<file path="src/rf_cfg_params.svh">
// offsets, field positions, reset values and counts for the rf config bank
`ifndef RF_CFG_PARAMS_SVH
`define RF_CFG_PARAMS_SVH

// register indices; byte address is four times the index
`define IDX_DRIVER_COND    8'h30
`define IDX_MOD_PULSE_LEN  8'h31
`define IDX_FACTORY_TRIM_A 8'h13
`define IDX_RX_GAIN        8'h19
`define IDX_DEC_BEHAVIOUR  8'h32
`define IDX_CLOCK_SKEW     8'h33
`define IDX_DEC_THRESHOLD  8'h1C
`define IDX_FACTORY_TRIM_B 8'h1D
`define IDX_RX_STATUS      8'h34

// reset values
`define RST_DRIVER_COND    8'h3F
`define RST_MOD_PULSE_LEN  8'h13
`define RST_FACTORY_TRIM_A 8'h3F
`define RST_RX_GAIN        8'h73
`define RST_DEC_BEHAVIOUR  8'h08
`define RST_CLOCK_SKEW     8'h00
`define RST_DEC_THRESHOLD  8'hFF
`define RST_FACTORY_TRIM_B 8'h00

// field positions
`define COND_MSB           5
`define GAIN_MSB           1
`define MULTI_FRAME_BIT    6
`define MASK_COLL_BIT      5
`define FLOOR_MSB          7
`define FLOOR_LSB          4
`define COLL_MSB           3

// register slots and pulse counting
`define NUM_REGS           8
`define PULSE_CNT_W        10
`define GAIN_DB_20         6'h14
`define GAIN_DB_24         6'h18
`define GAIN_DB_31         6'h1F
`define GAIN_DB_35         6'h23

`endif

</file>
<file path="src/rf_cfg_pkg.sv">
// types shared by the rf transmitter and receiver configuration bank
package rf_cfg_pkg;

    // settings delivered to the transmitter
    typedef struct packed {
        logic [5:0] driver_conductance;
        logic [7:0] modulation_pulse_len;
        logic [7:0] tx_rx_clock_skew_value;
    } tx_cfg_s;

    // settings delivered to receiver and decoder
    typedef struct packed {
        logic [1:0] rx_gain;
        logic [5:0] rx_gain_db;
        logic       multi_frame_receive;
        logic       mask_after_collision;
        logic [3:0] signal_floor;
        logic [3:0] collision_threshold;
    } rx_cfg_s;

    // one decoded half-bit pair from the demodulator
    typedef struct packed {
        logic       valid;
        logic       bit_value;
        logic [3:0] strength;
        logic [3:0] weak_half;
    } dec_in_s;

    // decoder result
    typedef struct packed {
        logic valid;
        logic bit_value;
        logic collision;
    } dec_out_s;

endpackage : rf_cfg_pkg

</file>
<file path="src/rf_tx_rx_config_regs.sv">
// ahb-lite configuration bank with modulation timer and decoder gating
//
// Summary of operation
// - conductance bits 5-0 drive both antenna outputs; bits 7-6 kept zero.
// - a modulation pulse lasts two carrier periods times (length + 1).
// - first factory trim resets to 0x3F and software leaves it alone.
// - gain code 00/01/10/11 selects 20/24/31/35 dB receive gain.
// - gain register resets to 0x73, upper six bits kept at 011100.
// - without multi-frame the receiver stops after one frame.
// - with masking on, bits after a collision are forced to zero.
// - an eight-bit skew register sets tx to rx clock phase.
// - decoder ignores input weaker than the upper-nibble floor.
// - collision flagged only when weak half-bit reaches lower nibble.
// - threshold register resets to 0xFF.
// - second factory trim resets to 0x00 and stays zero.
`include "rf_cfg_params.svh"
`timescale 1ns/100ps
`default_nettype none

module rf_tx_rx_config_regs
(
    // clock and reset
    input  wire logic                 hclk,
    input  wire logic                 hresetn,
    // ahb-lite slave
    input  wire logic                 hsel,
    input  wire logic [31:0]          haddr,
    input  wire logic [1:0]           htrans,
    input  wire logic                 hwrite,
    input  wire logic [2:0]           hsize,
    input  wire logic [31:0]          hwdata,
    input  wire logic                 hready,
    output logic                      hreadyout,
    output logic                      hresp,
    output logic [31:0]               hrdata,
    // transmitter side
    input  wire logic                 carrier_tick,
    input  wire logic                 mod_start,
    output logic                      mod_pulse,
    output rf_cfg_pkg::tx_cfg_s       tx_cfg,
    output logic [5:0]                antenna_out_a,
    output logic [5:0]                antenna_out_b,
    // receiver side
    input  wire logic                 rx_start,
    input  wire logic                 frame_done,
    input  wire rf_cfg_pkg::dec_in_s  dec_in,
    output logic                      rx_active,
    output rf_cfg_pkg::rx_cfg_s       rx_cfg,
    output rf_cfg_pkg::dec_out_s      dec_out
);
    import rf_cfg_pkg::*;

    logic [7:0]  regs_ff [`NUM_REGS];
    logic        wr_pend_ff;
    logic [2:0]  wr_slot_ff;
    logic [31:0] nxt_rdata;
    logic [7:0]  addr_idx;
    logic [2:0]  addr_slot;
    logic        addr_hit;
    logic        addr_ok;
    logic [`PULSE_CNT_W-1:0] pulse_cnt_ff;
    logic [`PULSE_CNT_W-1:0] pulse_len;
    logic        rx_active_ff;
    logic        coll_seen_ff;
    logic        weak_coll;
    logic        strong_enough;
    dec_out_s    dec_out_ff;
    logic [7:0]  status;
    logic [5:0]  gain_db_sel;

    // slot table: index, reset value
    function automatic logic [7:0] slot_idx(input logic [2:0] s);
        logic [7:0] r;
        unique case (s)
            3'h0: r = `IDX_DRIVER_COND;
            3'h1: r = `IDX_MOD_PULSE_LEN;
            3'h2: r = `IDX_FACTORY_TRIM_A;
            3'h3: r = `IDX_RX_GAIN;
            3'h4: r = `IDX_DEC_BEHAVIOUR;
            3'h5: r = `IDX_CLOCK_SKEW;
            3'h6: r = `IDX_DEC_THRESHOLD;
            3'h7: r = `IDX_FACTORY_TRIM_B;
        endcase
        return r;
    endfunction : slot_idx

    function automatic logic [7:0] slot_rst(input logic [2:0] s);
        logic [7:0] r;
        unique case (s)
            3'h0: r = `RST_DRIVER_COND;
            3'h1: r = `RST_MOD_PULSE_LEN;
            3'h2: r = `RST_FACTORY_TRIM_A;
            3'h3: r = `RST_RX_GAIN;
            3'h4: r = `RST_DEC_BEHAVIOUR;
            3'h5: r = `RST_CLOCK_SKEW;
            3'h6: r = `RST_DEC_THRESHOLD;
            3'h7: r = `RST_FACTORY_TRIM_B;
        endcase
        return r;
    endfunction : slot_rst

    // address decode of the address phase
    assign addr_idx = haddr[9:2];
    assign addr_ok  = hsel & htrans[1] & hready;
    always_comb
    begin
        addr_hit  = 1'b0;
        addr_slot = 3'h0;
        for (int i = 0; i < `NUM_REGS; i++)
        begin
            if (addr_idx == slot_idx(3'(i)))
            begin
                addr_hit  = 1'b1;
                addr_slot = 3'(i);
            end
        end
    end

    // zero wait states, always okay
    assign hreadyout = 1'b1;
    assign hresp     = 1'b0;

    // write request held into the data phase
    always_ff @(posedge hclk or negedge hresetn)
    begin
        if (!hresetn)
        begin
            wr_pend_ff <= 1'b0;
            wr_slot_ff <= 3'h0;
        end
        else
        begin
            wr_pend_ff <= addr_ok & hwrite & addr_hit;
            wr_slot_ff <= addr_slot;
        end
    end

    // register storage; changes only on write or reset
    for (genvar g = 0; g < `NUM_REGS; g++)
    begin : g_reg
        always_ff @(posedge hclk or negedge hresetn)
        begin
            if (!hresetn)
                regs_ff[g] <= slot_rst(3'(g));
            else if (wr_pend_ff && wr_slot_ff == 3'(g))
                regs_ff[g] <= hwdata[7:0];
        end
    end

    // status word: receiver activity and collision memory
    assign status = {6'h00, coll_seen_ff, rx_active_ff};

    // read data sampled at the address phase
    always_comb
    begin
        nxt_rdata = 32'h0000_0000;
        if (addr_idx == `IDX_RX_STATUS)
            nxt_rdata = {24'h00_0000, status};
        else if (addr_hit && wr_pend_ff && wr_slot_ff == addr_slot)
            nxt_rdata = {24'h00_0000, hwdata[7:0]}; // write in flight
        else if (addr_hit)
            nxt_rdata = {24'h00_0000, regs_ff[addr_slot]};
    end

    always_ff @(posedge hclk or negedge hresetn)
    begin
        if (!hresetn)
            hrdata <= 32'h0000_0000;
        else if (addr_ok && !hwrite)
            hrdata <= nxt_rdata;
    end

    // static settings to the transmitter
    assign tx_cfg.driver_conductance     = regs_ff[0][`COND_MSB:0];
    assign tx_cfg.modulation_pulse_len   = regs_ff[1];
    assign tx_cfg.tx_rx_clock_skew_value = regs_ff[5];
    assign antenna_out_a = regs_ff[0][`COND_MSB:0];
    assign antenna_out_b = regs_ff[0][`COND_MSB:0];

    // static settings to the receiver and decoder
    assign rx_cfg.rx_gain = regs_ff[3][`GAIN_MSB:0];
    always_comb
    begin
        unique case (regs_ff[3][`GAIN_MSB:0])
            2'h0: gain_db_sel = `GAIN_DB_20;
            2'h1: gain_db_sel = `GAIN_DB_24;
            2'h2: gain_db_sel = `GAIN_DB_31;
            2'h3: gain_db_sel = `GAIN_DB_35;
        endcase
    end
    assign rx_cfg.rx_gain_db = gain_db_sel;
    assign rx_cfg.multi_frame_receive  = regs_ff[4][`MULTI_FRAME_BIT];
    assign rx_cfg.mask_after_collision = regs_ff[4][`MASK_COLL_BIT];
    assign rx_cfg.signal_floor =
        regs_ff[6][`FLOOR_MSB:`FLOOR_LSB];
    assign rx_cfg.collision_threshold = regs_ff[6][`COLL_MSB:0];

    // modulation pulse timer counts carrier ticks
    assign pulse_len = {1'b0, regs_ff[1], 1'b0} + `PULSE_CNT_W'(2);
    always_ff @(posedge hclk or negedge hresetn)
    begin
        if (!hresetn)
            pulse_cnt_ff <= '0;
        else if (pulse_cnt_ff == '0 && mod_start)
            pulse_cnt_ff <= pulse_len;
        else if (pulse_cnt_ff != '0 && carrier_tick)
            pulse_cnt_ff <= pulse_cnt_ff - `PULSE_CNT_W'(1);
    end
    assign mod_pulse = (pulse_cnt_ff != '0);

    // receiver activity over frames
    always_ff @(posedge hclk or negedge hresetn)
    begin
        if (!hresetn)
            rx_active_ff <= 1'b0;
        else if (rx_start)
            rx_active_ff <= 1'b1;
        else if (frame_done && !rx_cfg.multi_frame_receive)
            rx_active_ff <= 1'b0;
    end
    assign rx_active = rx_active_ff;

    // decoder thresholds
    assign strong_enough = dec_in.strength >= rx_cfg.signal_floor;
    assign weak_coll = dec_in.weak_half >= rx_cfg.collision_threshold;

    // collision memory within one reception
    always_ff @(posedge hclk or negedge hresetn)
    begin
        if (!hresetn)
            coll_seen_ff <= 1'b0;
        else if (dec_in.valid && rx_active_ff && strong_enough && weak_coll)
            coll_seen_ff <= 1'b1; // (a collision beats a restart)
        else if (rx_start)
            coll_seen_ff <= 1'b0;
    end

    // decoded bit, masked after a collision
    always_ff @(posedge hclk or negedge hresetn)
    begin
        if (!hresetn)
            dec_out_ff <= '0;
        else
        begin
            dec_out_ff.valid <= dec_in.valid & rx_active_ff & strong_enough;
            dec_out_ff.collision <= strong_enough & weak_coll;
            dec_out_ff.bit_value <= dec_in.bit_value &
                ~(rx_cfg.mask_after_collision & coll_seen_ff);
        end
    end
    assign dec_out = dec_out_ff;
endmodule : rf_tx_rx_config_regs

`default_nettype wire

</file>
<file path="config.mk">
export PLATFORM = sky130hd
export DESIGN_NAME = rf_tx_rx_config_regs
export DESIGN_NICKNAME = d
export VERILOG_FILES = /design/src/rf_cfg_pkg.sv /design/src/rf_tx_rx_config_regs.sv
export VERILOG_INCLUDE_DIRS = /design/src
export SDC_FILE = /design/constraint.sdc
export NUM_CORES = 1
export LEC_CHECK = 0
export BUFFER_PORTS_ARGS = -buffer_cell sky130_fd_sc_hd__buf_2
export CORE_MARGIN = 10
export CORE_UTILIZATION = 52
export DETAILED_ROUTE_END_ITERATION = 7
export HOLD_SLACK_MARGIN = 0.05
export PLACE_DENSITY = 0.86
export SLEW_MARGIN = 20
export SYNTH_ARGS = -nofsm -noshare
export SYNTH_HDL_FRONTEND = slang
export SYNTH_SLANG_ARGS = --single-unit
</file>
<file path="constraint.sdc">
create_clock -name hclk -period 2.54 [get_ports hclk]
set_clock_uncertainty 0.15 [all_clocks]
set_input_delay 0.254 -clock hclk [delete_from_list [all_inputs] [get_ports hclk]]
set_output_delay 0.254 -clock hclk [all_outputs]
set_load 0.02 [all_outputs]
</file>
**Word level (Yosys, flattened, before mapping)**

Index checks and enable logic that the tools add are counted.

- Add/subtract/negate cells: 2
- $lt $le $gt $ge: 3
- Eq/ne operators: 20
- Multiplexer cells: 28
- Bitwise logic cells: 11
- Reductions and logical operators: 26

Operators by type and width:

| kind | count |
|---|---|
| $eq A8 B6 Y1 const B | 5 |
| $mux W8 | 5 |
| $eq A8 B5 Y1 const B | 4 |
| $bmux W8 S3 | 1 |
| $pmux W6 S4 | 1 |
| $mux W10 | 2 |
| $logic_and A1 B1 Y1 | 17 |
| $mux W1 | 13 |
| $eq A3 B3 Y1 const B | 4 |
| $mux W3 | 4 |
| $add A9 B2 Y10 const B | 1 |
| $logic_not A10 Y1 | 1 |
| $reduce_bool A10 Y1 | 1 |
| $sub A10 B1 Y10 const B | 1 |
| $and A1 B1 Y1 | 9 |
| $ge A4 B4 Y1 | 2 |
| $eq A3 B2 Y1 const B | 2 |
| $reduce_bool A2 Y1 | 3 |
| $eq A2 B2 Y1 const B | 2 |
| $ge A4 B4 Y1 const B | 1 |
| $mux W2 | 2 |
| $not A3 Y4 | 1 |
| $eq A3 B1 Y1 const B | 1 |
| $eq A3 B3 Y1 | 1 |
| 5 further kinds | 6 |

- Flip-flop bits (word level): 115
- Input port bits: 88
- Output and inout port bits: 91
- Word-level logic and storage cells: 107

**Logic depth before layout (Yosys ltp)**

- Word-level depth: 15
- Gate-level depth with buffers: 10
- Mapped depth without buffers: 10

**Worst setup path before layout**

OpenSTA, ideal clock, no wires.

- Path kind: register to register
- From: register pulse_cnt_ff[0]
- To: register pulse_cnt_ff[4]
- Setup time: 0.125 ns
- Arrival: 1.943 ns
- Required time: 2.265 ns
- Path slack: 0.322 ns
- Stages on the path, launching flop included: 11
- Path buffers: 0
- Period minus slack after synthesis: 2.218 ns
- Cell sequence: dfrtp_1 inv_1 ha_1 nor3b_1 nand3_1 nor3_1 inv_1 mux2i_1 nor2b_1 o22ai_1 a21oi_1

- Cells in the longest elaborated chain, start to end: 3
- Elaborated cells between the ends (all ways): 8
- Classes of those cells: add/sub: 1; mux: 2; reduce/logical: 5

Ends and longest elaborated chain:

| what | line | RTL |
|---|---|---|
| from (decl) | rf_tx_rx_config_regs.sv:61 | `` logic [`PULSE_CNT_W-1:0] pulse_cnt_ff; `` |
| from (signal assigned) | rf_tx_rx_config_regs.sv:205 | `pulse_cnt_ff <= pulse_len;` |
| from (signal assigned) | rf_tx_rx_config_regs.sv:207 | `` pulse_cnt_ff <= pulse_cnt_ff - `PULSE_CNT_W'(1); `` |
| $reduce_bool A10 Y1 | -- |  |
| named net mod_pulse | rf_tx_rx_config_regs.sv:39 | `output logic mod_pulse,` |
| $logic_and A1 B1 Y1 | rf_tx_rx_config_regs.sv:206 | `else if (pulse_cnt_ff != '0 && carrier_tick)` |
| $reduce_bool A2 Y1 (no source line) | -- |  |

The timed path passes the listed nets, and every way through them passes these cells. The select of a mux whose other input is x is not followed.
A chain may end at the register's enable or synchronous reset.

**Final worst setup path**

- From: register pulse_cnt_ff[0]
- To: output mod_pulse

- Cells in the longest elaborated chain, start to end: 1

Ends and longest elaborated chain:

| what | line | RTL |
|---|---|---|
| $reduce_bool A10 Y1 | rf_tx_rx_config_regs.sv:209 | `assign mod_pulse = (pulse_cnt_ff != '0);` |
| to (decl) | rf_tx_rx_config_regs.sv:39 |  |

No other way between the ends.

==> summary.txt <==
STA
  • Worst-margin pin slew: 0.650 ns
  • Fin crit share: ~93%
  • Max frequency: between 400 and 500 MHz
  • # setup viols final: 0
  • Final worst path period need: between 2 and 2.5 ns
  • Final Hold Viols: 0
  • Setup TNS: 0 ns
  • Final Max Tran Viols: 0
  • Max transition margin: a little under three fifths
  • RSZ-0062 raised after global routing: no

Pwr
  • Leak: 2.88 nW
  • Worst IR drop on VDD: 0.000405 V
  • Pwr/cell area: 535 nW/um^2
  • Total Power: roughly 0.0032 W

Placed design
  • Number of port buffers: 100
  • Routability Congestion: about 1
  • Final HPWL DP: between 10,000 and 15,000 um
  • Cells after DPL: around 700
  • Post-DP Area: about 5700 um^2

Worst setup path
  • WP data required: roughly 2.1 ns
  • Largest stage delay, worst path: roughly 0.43 ns
  • Reg-to-Reg Start: pulse_cnt_ff[0]
  • Worst-path maximum fanout: 5
  • Critical Path End Type: output port
  • Setup crit start: pulse_cnt_ff[0]
  • Slowest cell on crit path: dfrtp_1
  • Critical path buffers and inverters: 3
  • Worst setup SP type: flop
  • CP Cell Sequence: inv_1, ha_1, nor3b_1, nand3_1, nor3_1, inv_1, buf_2
  • Worst path top cell family by delay: simple AND/OR/NAND/NOR gates
  • Register-to-Register Setup Slack: roughly 0.17 ns
  • CP dominant cell by count: inv_1
  • Setup CP Type: flop to output port
  • CP arrival: 1.97 ns

Route
  • WL/cell: roughly 19 um
  • Post-route DRC: 0
  • Iter 0 DRT Violations: approximately 290
  • WL final: 13,900 um
  • Drt via density: ~5.6
  • Antenna-violating nets left: 0
  • Via count: ~4.1k
  • DR pass1 iterations: 5

Die
  • Die area: between 15,000 and 20,000 um^2
  • Chip height: between 100 and 150 um
  • I/O pins: approximately 180
  • Core area: between 10,000 and 15,000 um^2
  • Row count: 37
  • Starting Density: a little over half
  • Die W: around 120 um

Finish
  • Proportion of layout cells with a drive suffix above 1: about two fifths
  • Layout Area Growth over Synthesis: 10.1%
  • Register Area: 2310 um^2
  • Final instance area: 6010 um^2
  • Most common cell after layout, fill and taps aside: buf_2
  • Fillcell total: between 800 and 900
  • Area occupied by multi-input gates: roughly 2500 um^2
  • Most frequent cells in the layout: buf_2, dfrtp_1, mux2_2
  • # nets final: 688
  • Non-Filler Instances: 726
  • Diodes inserted: 0

Synthesis
  • Distinct cells, synth: 66
  • Seq cells post-synth: slightly above 90
  • Number of synthesized flops with an enable pin: 0
  • FFs w/ async S/R, synth: between 90% and 100%
  • Syn. warnings: 0
  • Synthesized area per cell: ~11 um^2
  • Post-synthesis instance total: between 500 and 600
  • Sequential area share after synthesis: approximately 42%
  • Mapped Area: about 5500 um^2
  • Main synth FF type: dfrtp_1

Clock network
  • CTS tree: built
  • H-Tree Depth: 3
  • Worst-path clk slew: around 0.090 ns
  • Clock Sinks: between 90 and 100
  • Later-pin clock latency in the skew report: roughly 0.37 ns
  • Clk root buf: clkbuf_8
  • CTS Buf Count: 9
  • Clock Tree Buf Depth: 2
  • Setup Fix Bufs, Post-CTS: 0

Global route
  • Largest net degree at the start of global routing: between 50 and 60
  • Number of global-route vias before repair: a little over 4k
  • First-pass GRT wire length: around 21,000 um
  • Initial antenna violation count: 0
  • Global route overflow: 0
  • Total GRT Usage: between 10% and 20%

Min path
  • Hold Startpoint: hwdata[0]
  • Hold Path Class: input port to flop

Outcome
  • Status: completed

Flow run
  • Max-Cap Viols: 0
-- cell usage after synthesis (3+ instances only) --
cell type | n | area share, %
mux2i_1 | 25 | 4.6
inv_1 | 24 | 1.6
nor2b_1 | 3 | 0.34
a31oi_1 | 4 | 0.46
o31ai_1 | 3 | 0.41
dfrtp_1 | 62 | 28
dfstp_2 | 29 | 14
a22oi_1 | 6 | 0.82
xor2_1 | 8 | 1.3
o22ai_1 | 10 | 1.1
nand4_1 | 4 | 0.46
and4bb_2 | 3 | 0.69
a211oi_1 | 4 | 0.55
nor3_1 | 7 | 0.64
mux2_2 | 54 | 11
xnor2_1 | 5 | 0.80
or3_1 | 3 | 0.34
or2_2 | 4 | 0.46
nand2_1 | 33 | 2.3
a21oi_1 | 15 | 1.4
nand3_1 | 8 | 0.73
o21ai_0 | 23 | 2.1
a21o_1 | 7 | 0.96
nor2_1 | 15 | 1.0
clkbuf_1 | 8 | 0.55
ha_1 | 14 | 3.2
nand2b_1 | 6 | 0.69
buf_4 | 75 | 10
nand4b_1 | 5 | 0.80
nor3b_2 | 3 | 0.69
-- stage by stage --
stage | setup WS [ns] | util (%) | hold slack, ns
floorplan | 0.322 | - | -0.192
global placement | 0.226 | 55.9 | 0.111
detailed placement | 0.190 | 55.9 | 0.122
CTS | 0.174 | 58.5 | 0.0529
global route | 0.0114 | 58.5 | 0.0617
finish | 0.167 | 58.5 | 0.0572
-- layer usage --
layer / routed length [um] / track usage, % / part of all wire [%]
met5: 0 / 0 / 0
met4: 320 / 7.36 / 2.3
met3: 1270 / 3.72 / 9.1
met2: 6650 / 29.7 / 48
met1: 5690 / 22.9 / 41
-- sequential cells by signal (all words and copies together), names as in the netlist, 3 cells and up --
signal / cells
regs_ff: 30
tx_cfg: 16
rx_cfg: 12
pulse_cnt_ff: 10
hrdata: 8
antenna_out_a: 6
dec_out: 3
wr_slot_ff: 3
-- final timing paths --
kind | end | cells past startpoint
max | mod_pulse | 7
min | regs_ff[24] | 2
max reg2reg | pulse_cnt_ff[4] | 10
min reg2reg | rx_cfg[1] | 2
max in group asynchronous | rx_cfg[0] | 3
min in group asynchronous | tx_cfg[11] | 2
-- report_power, final --
part	leakage [nW]	total, W	switching [W]	internal [W]
Combinational	1.70	0.000509	0.000308	0.000201
Clock	0.106	0.00104	0.000506	0.000530
Sequential	1.08	0.00167	0.000108	0.00156
Total	2.88	0.00322	0.000922	0.00229
-- repair_timing --
action / in CTS / in global routing
hold endpoints to repair: 33 / 0
resized for setup: 0 / 0
hold buffers: 7 / 0
-- cell type report --
type,instances,area share [%]
multi-input combinational,337,41.9
tap,136,2.83
inverter,25,1.56
clock buffer,13,2.81
sequential,91,38.5
timing repair buffer,122,11.8
clock inverter,2,0.582
-- kinds of logic (layout without fill, tap and decap cells) --
logic type | after synthesis | after routing | share of synthesized area (%)
DFF | 91 | 91 | 42.3
AOI/OAI and AO/OA | 92 | 92 | 11.1
xor gates and xnor gates | 13 | 13 | 2.08
adders and majority gates | 14 | 14 | 3.21
buffers and inverters | 112 | 162 | 13.2
and+or+nand+nor | 113 | 113 | 12.3
muxes | 79 | 79 | 15.7
other | 2 | 26 | 0.137
(Power assumes the default switching activity.)
